--- config.mk ---
export PLATFORM = sky130hd
export DESIGN_NAME = ccr_router
export DESIGN_NICKNAME = d
export VERILOG_FILES = /design/src/logic/ccr_pkg.sv /design/src/logic/ccr_idsel_decode.sv /design/src/logic/ccr_router.sv
export VERILOG_INCLUDE_DIRS = /design/src /design/src/logic
export SDC_FILE = /design/constraint.sdc
export NUM_CORES = 1
export LEC_CHECK = 0
export ABC_AREA = 1
export BUFFER_PORTS_ARGS = -buffer_cell sky130_fd_sc_hd__buf_4
export CAP_MARGIN = 20
export CORE_UTILIZATION = 51
export CTS_BUF_LIST = sky130_fd_sc_hd__clkbuf_4 sky130_fd_sc_hd__clkbuf_8
export DETAILED_ROUTE_END_ITERATION = 6
export GPL_TIMING_DRIVEN = 0
export PLACE_DENSITY = 0.83
export SETUP_SLACK_MARGIN = 0.02
export SLEW_MARGIN = 15
export SYNTH_ARGS = -nofsm -noshare
export SYNTH_HDL_FRONTEND = slang
export SYNTH_HIERARCHICAL = 1
export SYNTH_SLANG_ARGS = --single-unit
--- constraint.sdc ---
create_clock -name clk -period 2.07 [get_ports clk]
set_input_delay 0.1035 -clock clk [delete_from_list [all_inputs] [get_ports clk]]
set_output_delay 0.1035 -clock clk [all_outputs]
set_load 0.005 [all_outputs]
--- src/logic/ccr_defs.svh ---
`ifndef CCR_DEFS_SVH
`define CCR_DEFS_SVH

// I/O ports
`define CCR_ADDR_PORT 16'h0CF8
`define CCR_DATA_PORT 16'h0CFC
`define CCR_FULL_BE 4'hF

// Target-select register
`define CCR_TSEL_RESET 32'h0000_0000
`define CCR_TSEL_WMASK 32'h80FF_FFFC
`define CCR_EN_BIT 31
`define CCR_BUS_MSB 23
`define CCR_BUS_LSB 16
`define CCR_DEV_MSB 15
`define CCR_DEV_LSB 11
`define CCR_FUNC_MSB 10
`define CCR_FUNC_LSB 8
`define CCR_REG_MSB 7
`define CCR_REG_LSB 2

// Routing constants
`define CCR_PRIMARY_BUS 8'h00
`define CCR_BUS_ZERO 8'h00
`define CCR_FUNC_ZERO 3'h0
`define CCR_INT_DEV_MASK 32'h0000_004F
`define CCR_TYPE0_LOW 2'h0
`define CCR_TYPE1_LOW 2'h1
`define CCR_IDSEL_W 16
`define CCR_IGNORED_RDATA 32'hFFFF_FFFF
`define CCR_WRITE_RDATA 32'h0000_0000

`endif

--- src/logic/ccr_pkg.sv ---
package ccr_pkg;

    typedef enum logic [2:0] {
        ccr_tgt_internal,
        ccr_tgt_hub_t0,
        ccr_tgt_hub_t1,
        ccr_tgt_gfx_t0,
        ccr_tgt_gfx_t1,
        ccr_tgt_hub_io
    } ccr_target_t;

    typedef struct packed {
        logic write;
        logic [15:0] addr;
        logic [3:0] byte_en;
        logic [31:0] wdata;
    } ccr_io_req_t;

    typedef struct packed {
        ccr_target_t target;
        logic write;
        logic [31:0] addr;
        logic [3:0] byte_en;
        logic [31:0] wdata;
    } ccr_route_t;

endpackage

--- src/logic/ccr_idsel_decode.sv ---
`timescale 1ns/1ps
`default_nettype none
`include "ccr_defs.svh"

module ccr_idsel_decode (
    // Device number
    input wire logic [4:0] dev,
    // One-hot select lines, all zero when dev is 16 to 31
    output logic [`CCR_IDSEL_W-1:0] idsel
);
    import ccr_pkg::*;

    always_comb begin
        idsel = '0;
        if (!dev[4]) begin
            idsel[dev[3:0]] = 1'b1;
        end
    end

endmodule

`default_nettype wire

--- src/logic/ccr_router.sv ---
`timescale 1ns/1ps
`default_nettype none
`include "ccr_defs.svh"


module ccr_router (
    // Clock and reset
    input wire logic clk,
    input wire logic rst,
    // Processor I/O request
    input wire logic io_req_valid,
    output logic io_req_ready,
    input wire ccr_pkg::ccr_io_req_t io_req,
    // Processor I/O response
    output logic io_resp_valid,
    output logic [31:0] io_resp_rdata,
    // Bridge bus numbers
    input wire logic [7:0] secondary_bus_num,
    input wire logic [7:0] subordinate_bus_num,
    output logic [7:0] primary_bus_num,
    // Routed cycle
    output logic route_valid,
    input wire logic route_ready,
    output ccr_pkg::ccr_route_t route,
    input wire logic route_done,
    input wire logic [31:0] route_rdata,
    // Target-select contents
    output logic [31:0] cfg_target_select,
    output logic cfg_access_enable,
    // Bridge status event
    output logic gfx_master_abort
);
    import ccr_pkg::*;

    typedef enum logic [1:0] {
        ccr_st_idle,
        ccr_st_issue,
        ccr_st_wait,
        ccr_st_resp
    } ccr_state_t;

    ccr_state_t state_reg;
    ccr_state_t state_next;
    logic [31:0] tsel_reg;
    logic [31:0] tsel_next;
    ccr_route_t route_reg;
    ccr_route_t route_next;
    logic [31:0] rdata_reg;
    logic [31:0] rdata_next;
    logic abort_pend_reg;
    logic abort_pend_next;
    logic abort_pulse_reg;
    logic abort_pulse_next;

    logic [7:0] bus;
    logic [4:0] dev;
    logic [2:0] func;
    logic [5:0] regnum;
    logic [`CCR_IDSEL_W-1:0] idsel;
    logic hit_addr_port;
    logic hit_data_port;
    logic full_access;
    ccr_target_t cfg_target;
    logic cfg_ignore;
    logic [31:0] cfg_addr;

    function automatic logic is_internal_dev(input logic [4:0] d);
        logic [31:0] m;
        m = `CCR_INT_DEV_MASK;
        return m[d];
    endfunction

    assign bus = tsel_reg[`CCR_BUS_MSB:`CCR_BUS_LSB];
    assign dev = tsel_reg[`CCR_DEV_MSB:`CCR_DEV_LSB];
    assign func = tsel_reg[`CCR_FUNC_MSB:`CCR_FUNC_LSB];
    assign regnum = tsel_reg[`CCR_REG_MSB:`CCR_REG_LSB];

    ccr_idsel_decode u_idsel (
        .dev(dev),
        .idsel(idsel)
    );

    assign hit_addr_port = io_req.addr == `CCR_ADDR_PORT;
    assign hit_data_port = io_req.addr == `CCR_DATA_PORT;
    assign full_access = io_req.byte_en == `CCR_FULL_BE;

    // Configuration target decode from the current target-select contents
    always_comb begin
        cfg_target = ccr_tgt_hub_t1;
        cfg_ignore = 1'b0;
        cfg_addr = {8'h00, bus, dev, func, regnum, `CCR_TYPE1_LOW};
        if (bus == `CCR_BUS_ZERO) begin
            if (is_internal_dev(dev)) begin
                cfg_target = ccr_tgt_internal;
                cfg_ignore = func != `CCR_FUNC_ZERO;
                cfg_addr = {8'h00, bus, dev, func, regnum, `CCR_TYPE0_LOW};
            end else begin
                cfg_target = ccr_tgt_hub_t0;
                cfg_addr = {8'h00, bus, dev, func, regnum, `CCR_TYPE0_LOW};
            end
        end else if (bus == secondary_bus_num) begin
            cfg_target = ccr_tgt_gfx_t0;
            cfg_addr = {idsel, 5'h00, func, regnum, `CCR_TYPE0_LOW};
        end else if (bus > secondary_bus_num && bus <= subordinate_bus_num) begin
            cfg_target = ccr_tgt_gfx_t1;
        end else begin
            cfg_target = ccr_tgt_hub_t1;
        end
    end

    // Request sequencing
    always_comb begin
        state_next = state_reg;
        tsel_next = tsel_reg;
        route_next = route_reg;
        rdata_next = rdata_reg;
        abort_pend_next = abort_pend_reg;
        abort_pulse_next = 1'b0;
        unique case (state_reg)
            ccr_st_idle: begin
                if (io_req_valid) begin
                    if (hit_addr_port && full_access) begin
                        if (io_req.write) begin
                            tsel_next = io_req.wdata & `CCR_TSEL_WMASK;
                            rdata_next = `CCR_WRITE_RDATA;
                        end else begin
                            rdata_next = tsel_reg;
                        end
                        state_next = ccr_st_resp;
                    end else if (hit_data_port && tsel_reg[`CCR_EN_BIT]) begin
                        if (cfg_ignore) begin
                            rdata_next = io_req.write ? `CCR_WRITE_RDATA
                                                      : `CCR_IGNORED_RDATA;
                            state_next = ccr_st_resp;
                        end else begin
                            route_next.target = cfg_target;
                            route_next.write = io_req.write;
                            route_next.addr = cfg_addr;
                            route_next.byte_en = io_req.byte_en;
                            route_next.wdata = io_req.wdata;
                            abort_pend_next = cfg_target == ccr_tgt_gfx_t0 && dev[4];
                            state_next = ccr_st_issue;
                        end
                    end else begin
                        route_next.target = ccr_tgt_hub_io;
                        route_next.write = io_req.write;
                        route_next.addr = {16'h0000, io_req.addr};
                        route_next.byte_en = io_req.byte_en;
                        route_next.wdata = io_req.wdata;
                        abort_pend_next = 1'b0;
                        state_next = ccr_st_issue;
                    end
                end
            end
            ccr_st_issue: begin
                if (route_ready) begin
                    state_next = ccr_st_wait;
                end
            end
            ccr_st_wait: begin
                if (route_done) begin
                    rdata_next = route.write ? `CCR_WRITE_RDATA : route_rdata;
                    abort_pulse_next = abort_pend_reg;
                    abort_pend_next = 1'b0;
                    state_next = ccr_st_resp;
                end
            end
            ccr_st_resp: begin
                state_next = ccr_st_idle;
            end
        endcase
    end

    always_ff @(posedge clk) begin
        if (rst) begin
            state_reg <= ccr_st_idle;
            tsel_reg <= `CCR_TSEL_RESET;
            route_reg <= '0;
            rdata_reg <= '0;
            abort_pend_reg <= 1'b0;
            abort_pulse_reg <= 1'b0;
        end else begin
            state_reg <= state_next;
            tsel_reg <= tsel_next;
            route_reg <= route_next;
            rdata_reg <= rdata_next;
            abort_pend_reg <= abort_pend_next;
            abort_pulse_reg <= abort_pulse_next;
        end
    end

    assign io_req_ready = state_reg == ccr_st_idle;
    assign io_resp_valid = state_reg == ccr_st_resp;
    assign io_resp_rdata = rdata_reg;
    assign route_valid = state_reg == ccr_st_issue;
    assign route = route_reg;
    assign primary_bus_num = `CCR_PRIMARY_BUS;
    assign cfg_target_select = tsel_reg;
    assign cfg_access_enable = tsel_reg[`CCR_EN_BIT];
    assign gfx_master_abort = abort_pulse_reg;

endmodule

`default_nettype wire

# After elaboration in Yosys (flattened, before gate mapping)
# Memory sizes are Yosys's and may differ from the RTL's. A register that Yosys moved wholly into a read port is not among the register bits.
# Index checks and enable logic that the tools add are counted.
[totals] register_bits=131 rom_bits=32 in_bits=106 output_inout_bits=149 wordCells=88 mem_count=1
[classes] magnitude_cmp=5 eq_ne=16 muxes=38 bitwise=3 reduce_logical=15
[mem_list] name="(no name shown)" depth=32 width=1 read_ports=1 rd_ports_with_merged_regs=1 wr=0 line_no="ccr_router.sv:70" source="return m[d];"
[op_table] op="$mux W32" count=10
[op_table] op="$mux W72" count=2
[op_table] op="$pmux W32 S2" count=1
[op_table] op="$eq A16 B12 Y1 const B" count=2
[op_table] op="$mux W16" count=1
[op_table] op="$mux W2" count=6
[op_table] op="$mux W1" count=10
[op_table] op="$mux W5" count=2
[op_table] op="$reduce_and A5 Y1" count=2
[op_table] op="$mux W3" count=3
[op_table] op="$eq A8 B8 Y1" count=1
[op_table] op="$gt A8 B8 Y1" count=1
[op_table] op="$le A8 B8 Y1" count=1
[op_table] op="$logic_not A8 Y1" count=1
[op_table] op="$ne A2 B2 Y1 const B" count=4
[op_table] op="$pmux W2 S4" count=1
[op_table] op="$reduce_and A4 Y1" count=2
[op_table] op="$lt A5 B6 Y1 const B" count=1
[op_table] op="$ne A3 B1 Y1 const B" count=2
[op_table] op="$logic_and A1 B1 Y1" count=5
[op_table] op="$lt A4 B5 Y1 const B" count=1
[op_table] op="$demux W1 S4" count=1
[op_table] op="$eq A2 B2 Y1 const B" count=2
[op_table] op="$eq A4 B4 Y1 const B" count=1
[op_table] op="other kinds (12)" count=14

# Depth between registers and ports, before layout
# Gate-level depths: netlist of the first run.
[logic_depth] ltp_word=12 ltp_mapped=13 ltp_nobuf=12

# By module
# Netlist of the first run, hierarchy kept.
[by_module_without_submodules] mod="ccr_router" n_inst=1 cells_per_inst=932 area_per_inst_um2=6457.4 seq_area_each_um2=2642.5
[by_module_without_submodules] mod="ccr_idsel_decode" n_inst=1 cells_per_inst=35 area_per_inst_um2=137.6 seq_area_each_um2=0.0

# Worst setup path before layout of the first run
# Ideal clock, no wire load.
[synth_path] path_type="register to register" from="register state_reg[0]" to="register rdata_reg[17] (netlist: io_resp_rdata[17])" setup_ps=113 arrival_time_ps=1593 setup_slack_ps=365 path_stages_with_launch=12 n_path_buf=1 cell_sequence="dfxtp_1 -> inv_1 -> ha_1 -> nand2_1 -> o21ai_1 -> nor2_1 -> nand2_4 -> inv_6 -> buf_6 -> nand2_1 -> nand2_1 -> nor2_1"
[synth_between] elab_chain_cells=3 elab_cells_between_ends=9
[synth_lines] item="start: declaration" line_no="ccr_router.sv:42" source="ccr_state_t state_reg;"
[synth_lines] item="start signal: assignment" line_no="ccr_router.sv:176" source="state_reg <= ccr_st_idle;"
[synth_lines] item="start signal: assignment" line_no="ccr_router.sv:183" source="state_reg <= state_next;"
[synth_lines] item="$logic_not A2 Y1 *"
[synth_lines] item="via io_req_ready" line_no="ccr_router.sv:12" source="output logic io_req_ready,"
[synth_lines] item="$ne A3 B1 Y1 (no source line), or another cell as far along"
[synth_lines] item="$reduce_and A5 Y1 (no source line)"
[synth_lines] item="end signal: assignment" line_no="ccr_router.sv:186" source="rdata_reg <= rdata_next;"
[synth_lines] item="end: declaration" line_no="ccr_router.sv:48" source="logic [31:0] rdata_reg;"
# Mark *: on every way through the listed nets, which the timed path passes. The rest lies on a longest branch.
# A chain may end at the register's enable or synchronous reset.

# Worst setup path in the final report of the first run
[layout_path] from="register tsel_reg[23] (netlist: cfg_target_select[23])" to="register route_reg, in the netlist route[55]"
[layout_between] elab_chain_cells=5 elab_cells_between_ends=9
[layout_lines] item="start: declaration" line_no="ccr_router.sv:44" source="logic [31:0] tsel_reg;"
[layout_lines] item="start signal: assignment" line_no="ccr_router.sv:177" source="tsel_reg <= `CCR_TSEL_RESET;"
[layout_lines] item="start signal: assignment" line_no="ccr_router.sv:184" source="tsel_reg <= tsel_next;"
[layout_lines] item="$eq A8 B8 Y1" line_no="ccr_router.sv:101" source="end else if (bus == secondary_bus_num) begin"
[layout_lines] item="$mux W32" line_no="ccr_router.sv:101"
[layout_lines] item="$mux W32" line_no="ccr_router.sv:92" source="if (bus == `CCR_BUS_ZERO) begin"
[layout_lines] item="$mux W72" line_no="ccr_router.sv:131" source="if (cfg_ignore) begin"
[layout_lines] item="$mux W72" line_no="ccr_router.sv:130" source="end else if (hit_data_port && tsel_reg[`CCR_EN_BIT]) begin"
[layout_lines] item="end signal: assignment" line_no="ccr_router.sv:185" source="route_reg <= route_next;"
[layout_lines] item="end: declaration" line_no="ccr_router.sv:46" source="ccr_route_t route_reg;"
# Parallel ways exist; a longest one is shown, timed or not. The select of a mux whose other input is x is not followed.

==> impl_metrics.yaml, run 1 <==
critical_path:
  critPathRequiredTime_ns: 2.42
  rrSetupSlack_ns: 0.13
  crit_top_cell: "nor2_1"
  cp.arrival_ns: 2.29
  crit_chain: "inv_1 -> nand2_1 -> nor2_1 -> nand2_2 -> nor2_2 -> nand2_4 -> nand3_4 -> nor2_4 -> buf_12 -> buf_2 -> o21ai_0 -> nor2_1"
  rr_endpoint: "route[55]"
  worstPathMaxFanout: 10
  cpPeakStageDelay_ns: 0.37
  timing.rr.start: "cfg_target_select[23]"
  rr_worst_depth: 12
  criticalPathCategory: "reg2reg"
  endpoint_kind: "flop"
  cp-start-kind: "flop"
  slowest_stage: "dfxtp_1"
synthesis:
  ys_ff_latch: 132
  syn_inst: 967
  ys_seq_area_share_pct: 40.1
  avgSynthCellArea_um2: 6.82
  ys_types: 34
  yosys_warnings: 6
  netlist_area_um2: 6600
layout:
  num-fill-cells: 997
  antenna_cells: 0
  drive_above_1_share_pct: 27.4
  final_cell_area_um2: 9590
  final_nets: 1407
  largest_reg_flops: 72
  fin_cells: 1466
  area_growth_pct: 45.5
clocking:
  clk_latency_ns: 0.47
  h-tree-depth: 4
  clk_pin_slew_ns: 0.08
  cts_max_path_buffers: 2
  cts_tree: "done"
  cts_root_buffer: "clkbuf_8"
  cts_buffers: 17
  cts_sinks: 132
floorplan:
  die_area_um2: 13400
  core_area_um2: 12600
  std_cell_rows: 41
  fp.dieW_um: 116
  ioPinCount: 255
  start_util_pct: 52.3
  dieHeight_um: 116
global_route:
  antenna_found_initial: 0
  grt.total_usage_pct: 32.4
  grt_pass1_wl_mm: 33.1
  grt_max_degree: 17
  first_global_vias: 6779
  gr-total-overflow: 0
routing:
  wire_per_inst_um: 15.1
  drtIter0Drc: 678
  dr.pass1.iters: 5
  vias: 7549
  remaining_drc_errors: 0
  drtAntennaViolNets: 0
  vias_per_cell: 5.15
  drt_wl_total_mm: 22.2
sta:
  worst_pin_slew_ns: 0.638
  hold_viol: 0
  fmax_ghz: 0.515
  period_share_pct: 93.8
  final-setup-viol-count: 0
  relSlewSlack_pct: 57.5
  drv_slew: 0
  fin_crit_ns: 1.94
  final.setup.tns_ns: 0
  skew_ns: 0.0179
placed_design:
  place_area_um2: 8650
  port_buffers: 237
  routabilityCongestion: 0.943
  hpwl_mm: 15.7
  dp.cells: 1392
pwr:
  leakagePower_uw: 0.00462
  total_power_uw: 10100
  powerDensity_nw_per_um2: 1050
  vdd_drop_max_v: 0.000591
hold_path:
  worstHoldPathType: "in2reg"
  min_path_cells: 5
  hp-start: "route_rdata[24]"
  hold_end: "io_resp_rdata[24]"
status:
  outcome: "complete, no violations"
run:
  cap_violations: 0
[power by group]
| group | total [uW] | switching, uW | internal, uW |
|---|---|---|---|
| clock network | 2510 | 1110 | 1400 |
| registers | 3520 | 351 | 3170 |
| logic | 4040 | 2100 | 1940 |
[metal layers]
metal	up-vias	track usage (%)	wire [um]
li1	3682	-	-
met1	3480	39.5	9090
met2	335	54.8	10600
met3	52	8.58	1980
met4	0	12.3	510
met5	-	0	0
[worst max path at each step]
| stage | endpoint | slack (ns) | start |
|---|---|---|---|
| 2_1_floorplan | io_resp_rdata[17] | 0.36 | state_reg[0] |
| 5_1_grt | route[58] | -0.04 | cfg_target_select[23] |
| 3_5_place_dp | route[59] | 0.006 | cfg_target_select[23] |
| 4_1_cts | route[49] | 0.03 | cfg_target_select[16] |
| 3_3_place_gp | cfg_target_select[22] | 0.02 | state_reg[0] |
| 6_report | route[55] | 0.13 | cfg_target_select[23] |
[synth_stat cells (all sizes together)]
library cell,count,share of area (%)
nand2,274,16
nor2,136,8.6
dfxtp,132,40
a21oi,125,9.5
o21ai,99,7.5
inv,75,4.3
buf,45,5.1
clkbuf,24,1.4
ha,20,3.8
nand3,16,1.5
o21bai,5,0.57
nand4,4,0.47
nand3b,3,0.34
clkinv,2,0.11
nor3,2,0.15
o21a,2,0.23
conb,1,0.057
o211ai,1,0.11
or2,1,0.095
[worst max-delay path: cells and delay by family, from the launching register on]
family / cells / cell delay (ns)
simple gates: 8 / 0.79
buf+inv: 3 / 0.49
flops: 1 / 0.37
compound gates: 1 / 0.18
[final cells by class]
type | instances | area, um^2 | share of cell area, %
Tap cell | 172 | 215 | 2.24
Clock inverter | 13 | 195 | 2.03
Sequential cell | 132 | 2640 | 27.6
Multi-Input combinational cell | 705 | 3320 | 34.6
Inverter | 77 | 297 | 3.09
Clock buffer | 19 | 262 | 2.73
Buffer | 69 | 454 | 4.73
Timing Repair Buffer | 279 | 2210 | 23.0
[metrics by stage]
| step | hold slack [ns] | worst slack, ns | utilization [%] |
|---|---|---|---|
| after floorplan | 0.226 | 0.365 | - |
| after global placement | 0.356 | 0.0202 | 68.5 |
| after CTS | 0.00702 | 0.0333 | 75.5 |
| final | 0.0130 | 0.128 | 76.0 |
| after detailed placement | 0.365 | 0.00567 | 68.5 |
| after global routing | 0.0454 | -0.0393 | 76.0 |
[what timing repair did]
item                                    CTS  global route
pin swaps                                 0             1
endpoints found under the hold margin    59             0
gates resized for setup                   4            24
buffers inserted                          0             1
hold buffers                             41             0
endpoints found under the setup margin   28           114
[cells in the final DEF (no fill, tap or decap), types with 19 or more instances in the layout]
master and n:
clkbuf_1 22, a21oi_1 125, dfxtp_1 131, dlygate4sd3_1 41, buf_4 259, inv_1 63
clkbuf_8 19, nor2_1 124, nand2_1 267, o21ai_0 94
[logic make-up after synthesis]
group / Yosys count / synth area share (%)
AND/OR/NAND/NOR: 436 / 27.2
AO/OA/AOI/OAI: 232 / 17.9
buffers and inverters: 146 / 11.0
adder cells (fa/ha/maj): 20 / 3.79
other: 1 / 0.0569
flip-flops: 132 / 40.1
Power figures use the tool's default switching activity.
==> inputs of run 2 (changes only) <==
--- a/config.mk
+++ b/config.mk
@@ -9,6 +9,7 @@
 export ABC_AREA = 1
 export BUFFER_PORTS_ARGS = -buffer_cell sky130_fd_sc_hd__buf_4
 export CAP_MARGIN = 20
+export CORE_ASPECT_RATIO = 1.1
 export CORE_UTILIZATION = 51
 export CTS_BUF_LIST = sky130_fd_sc_hd__clkbuf_4 sky130_fd_sc_hd__clkbuf_8
 export DETAILED_ROUTE_END_ITERATION = 6
==> impl_metrics.yaml, run 2 (synthesis results as in run 1) <==
clocking:
  clk_latency_ns: 0.45
  cts_sinks: 132
  cts_tree: "done"
  clk_pin_slew_ns: 0.07
  cts_root_buffer: "clkbuf_8"
  cts_buffers: 17
  cts_max_path_buffers: 2
  h-tree-depth: 4
status:
  outcome: "complete, no violations"
routing:
  wire_per_inst_um: 15.0
  drtIter0Drc: 645
  drtAntennaViolNets: 0
  vias_per_cell: 5.09
  vias: 7385
  drt_wl_total_mm: 21.7
  remaining_drc_errors: 0
  dr.pass1.iters: 5
sta:
  fmax_ghz: 0.518
  drv_slew: 0
  worst_slack_ns: 0.138
  period_share_pct: 93.3
  worst_pin_slew_ns: 0.576
  skew_ns: 0.00948
  relSlewSlack_pct: 61.6
  rsz0062_at_grt: "false"
  final.setup.tns_ns: 0
  final-setup-viol-count: 0
  fin_crit_ns: 1.93
  hold_viol: 0
critical_path:
  crit_top_cell: "nand3_1"
  cp-start-kind: "flop"
  worstPathMaxFanout: 7
  cp_top_family: "simple AND/OR/NAND/NOR gates"
  cp.arrival_ns: 2.31
  endpoint_kind: "flop"
  crit_buf_inv: 1
  slowest_stage: "dfxtp_1"
  crit_chain: "ha_1 -> nand2_1 -> nor2_1 -> nand2_2 -> clkinvlp_4 -> nand3_1 -> nor3_1 -> nand3_1 -> a21oi_1"
  criticalPathCategory: "reg2reg"
  cpPeakStageDelay_ns: 0.36
  critPathRequiredTime_ns: 2.45
layout:
  final_common_cell: "nand2_1"
  layout_common_cells: "nand2_1 (267), buf_4 (261), dfxtp_1 (132)"
  drive_above_1_share_pct: 27.4
  num-fill-cells: 1005
  area_growth_pct: 44.6
  fin_util_pct: 75.8
  largest_reg_flops: 72
  antenna_cells: 0
  final_nets: 1408
  final_cell_area_um2: 9540
pwr:
  vdd_drop_max_v: 0.000879
  powerDensity_nw_per_um2: 1030
  leakagePower_uw: 0.00461
placed_design:
  port_buffers: 237
  dpl_worst_slack_ns: -0.0431
  routabilityCongestion: 0.900
  place_area_um2: 8630
  hpwl_mm: 15.9
floorplan:
  start_util_pct: 52.4
  dieHeight_um: 121
  std_cell_rows: 43
  fp.dieW_um: 110
  ioPinCount: 255
  core_area_um2: 12600
  die_area_um2: 13400
run:
  cap_violations: 0
global_route:
  gr-total-overflow: 0
  antenna_found_initial: 0
  grt.total_usage_pct: 31.9
  grt_max_degree: 17
  first_global_vias: 6764
  grt_pass1_wl_mm: 33.5
hold_path:
  worstHoldPathType: "in2reg"
-- run 2: cell types whose count changed in the layout (fill, tap and decap cells not counted), moves of 2 or more --
cell,delta
buf_4,+2
clkinv_4,-3
clkbuf_4,+2
o21ai_1,+2
inv_6,-4
clkinv_2,+5
-- run 2: report_power, final --
part	leakage, uW	switching [uW]	total [uW]	internal, uW
registers	0.00108	347	3510	3170
logic	0.00330	2040	3980	1940
clock network	0.000223	993	2300	1300
-- run 2: final cells by class --
cell class                      count  area, um^2  area share (%)
Buffer                             69         458            4.80
Clock buffer                       22         290            3.04
Clock inverter                     10         129            1.35
Inverter                           77         298            3.12
Multi-Input combinational cell    705        3310            34.7
Sequential cell                   132        2640            27.7
Tap cell                          157         196            2.06
Timing Repair Buffer              280        2220            23.2
-- run 2: worst min-delay path, delay by kind of cell --
family                 cells  cell delay [ns]
and+or+nand+nor            2             0.11
buffers and inverters      1             0.08
AOI/OAI and AO/OA          2             0.13
-- run 2: timing repair --
action | in CTS | in global routing
buffers inserted | 0 | 2
pin swaps | 0 | 1
hold endpoints to repair | 59 | 0
gates resized for setup | 1 | 29
setup endpoints to repair | 11 | 118
hold buffers | 41 | 0
cloned | 0 | 0
-- run 2: metal layers --
layer	part of all wire, %	global-route usage [%]	vias up
li1	-	-	3693
met3	6.6	7.99	53
met2	49	55.0	310
met1	41	37.4	3329
met5	0	0	-
met4	3.0	14.6	0
-- run 2: worst paths after layout --
kind,from,to,slack (ns),cells after the start
worst max-delay path,cfg_target_select[23],abort_pend_reg,0.14,9
worst min-delay path,route_rdata[29],io_resp_rdata[29],0.008,5
worst max register to register,cfg_target_select[23],abort_pend_reg,0.14,9
worst min register to register,abort_pend_reg,gfx_master_abort,0.44,2
-- run 2: metrics by stage --
| stage | hold WS [ns] | instances | power [uW] |
|---|---|---|---|
| 3_3_place_gp | 0.355 | 1377 | 7240 |
| 6_report | 0.00805 | 1452 | 9790 |
| 4_1_cts | 0.000907 | 1450 | 9670 |
| 5_1_grt | 0.0480 | 1452 | 10400 |
| 3_5_place_dp | 0.366 | 1377 | 7310 |
| 2_1_floorplan | 0.226 | 983 | 5680 |
==> inputs of run 3 (changes only) <==
--- a/config.mk
+++ b/config.mk
@@ -10,12 +10,13 @@
 export BUFFER_PORTS_ARGS = -buffer_cell sky130_fd_sc_hd__buf_4
 export CAP_MARGIN = 20
 export CORE_ASPECT_RATIO = 1.1
-export CORE_UTILIZATION = 51
-export CTS_BUF_LIST = sky130_fd_sc_hd__clkbuf_4 sky130_fd_sc_hd__clkbuf_8
+export CORE_UTILIZATION = 49
+export CTS_BUF_LIST = sky130_fd_sc_hd__clkbuf_8 sky130_fd_sc_hd__clkbuf_16
 export DETAILED_ROUTE_END_ITERATION = 6
 export GPL_TIMING_DRIVEN = 0
-export PLACE_DENSITY = 0.83
+export PLACE_DENSITY = 0.8
 export SETUP_SLACK_MARGIN = 0.02
+export SKIP_LAST_GASP = 1
 export SLEW_MARGIN = 15
 export SYNTH_ARGS = -nofsm -noshare
 export SYNTH_HDL_FRONTEND = slang
==> impl_metrics.yaml, run 3 (synthesis results as in run 1) <==
layout:
  final_common_cell: "nand2_1"
  fin_cells: 1454
  multi_input_area_um2: 3310
  final_nets: 1406
  largest_reg_flops: 72
  regArea_um2: 2640
  final_cell_area_um2: 9760
  layout_common_cells: "nand2_1 (267), buf_4 (260), dfxtp_1 (132)"
  fin_util_pct: 74.1
  drive_above_1_share_pct: 27.5
  num-fill-cells: 1060
  antenna_cells: 0
  area_growth_pct: 47.9
sta:
  hold_viol: 0
  rsz0062_at_grt: "true"
  worst_pin_slew_ns: 0.625
  period_share_pct: 94.2
  drv_slew: 0
  skew_ns: 0.0141
  worst_slack_ns: 0.120
  fin_hold_ws_ns: 0.0408
  fin_crit_ns: 1.95
  final-setup-viol-count: 0
  fmax_ghz: 0.513
  relSlewSlack_pct: 58.3
clocking:
  cts_max_path_buffers: 2
  cts_root_buffer: "clkbuf_16"
  clk_pin_slew_ns: 0.06
  h-tree-depth: 4
  clk_latency_ns: 0.43
  cts_sinks: 132
  cts_buffers: 17
  cts_tree: "done"
placed_design:
  port_buffers: 237
  hpwl_mm: 15.8
  dp.cells: 1381
  dpl_worst_slack_ns: -0.0807
  place_area_um2: 8640
  routabilityCongestion: 0.916
hold_path:
  worstHoldPathType: "in2reg"
  min_path_cells: 5
critical_path:
  critPathRequiredTime_ns: 2.40
  cp.arrival_ns: 2.27
  rr_worst_depth: 12
  criticalPathCategory: "reg2reg"
  worstPathMaxFanout: 10
  endpoint_kind: "flop"
  cp-start-kind: "flop"
routing:
  drtIter0Drc: 548
  vias: 7457
  dr.pass1.iters: 6
  drt_wl_total_mm: 21.7
  drtAntennaViolNets: 0
  wire_per_inst_um: 14.9
  vias_per_cell: 5.13
  remaining_drc_errors: 0
floorplan:
  ioPinCount: 255
  fp.dieW_um: 113
  die_area_um2: 13900
  start_util_pct: 50.1
  dieHeight_um: 124
  core_area_um2: 13200
  std_cell_rows: 44
global_route:
  grt_max_degree: 17
  grt.total_usage_pct: 30.3
  first_global_vias: 6676
  gr-total-overflow: 0
  grt_pass1_wl_mm: 32.6
  antenna_found_initial: 0
pwr:
  vdd_drop_max_v: 0.000657
  leakagePower_uw: 0.00468
  powerDensity_nw_per_um2: 1110
run:
  cap_violations: 0
status:
  outcome: "complete, no violations"
-- run 3: cell count changes in the layout (fill, tap and decap cells not counted), sizes merged --
cell	previous run	this run
clkbuf	47	44
buf	283	281
inv	75	76
clkinv	8	7
clkinvlp	1	4
dlygate4sd3	41	39
bufinv	3	5
-- run 3: layout make-up --
cell class	count	area share, %
buffer	69	4.59
clock buffer	17	4.36
clock inverter	15	2.36
inverter	77	3.05
multi-input combinational	705	34.0
sequential	132	27.1
tap	161	2.06
timing repair buffer	278	22.5
-- run 3: path summary, 6_finish.rpt --
kind                               from                 to  slack [ns]
setup reg to reg  cfg_target_select[23]          route[14]        0.12
hold / removal          route_rdata[30]  io_resp_rdata[30]        0.04
hold reg to reg               route[48]          route[48]        0.46
setup / recovery  cfg_target_select[23]          route[14]        0.12
-- run 3: routing by layer --
metal	wire length [um]	track usage (%)	up-vias
li1	-	-	3692
met1	8900	35.5	3395
met2	10600	53.3	319
met3	1490	6.23	51
met4	678	14.4	0
met5	0	0	-
-- run 3: worst max-delay path, stage by stage, from the launching register on --
cell     delay [ns]
dfxtp_1        0.43
inv_1          0.15
nand2_1        0.09
nor2_1         0.04
nand2_2        0.12
nor2_2         0.07
nand2_4        0.09
nand3_4        0.11
nor2_4         0.15
buf_12         0.14
buf_4          0.17
nand2_1        0.08
a21oi_1        0.22
-- run 3: power by group --
group | total [uW] | internal (uW) | switching [uW]
registers | 3520 | 3170 | 348
clock network | 3340 | 2150 | 1200
logic | 4000 | 1930 | 2070
total | 10900 | 7240 | 3610
-- run 3: what timing repair did --
item,in CTS,in global routing
buffers inserted,0,2
hold buffers,39,0
pin swaps,0,1
hold endpoints to repair,54,0
gates resized for setup,2,25
endpoints found under the setup margin,12,111
-- run 3: per-stage QoR --
step	power (uW)	setup TNS [ns]
floorplan	5680	0
global placement	7280	-0.0542
detailed placement	7340	-0.107
CTS	10700	0
global route	11500	-0.000873
finish	10900	0
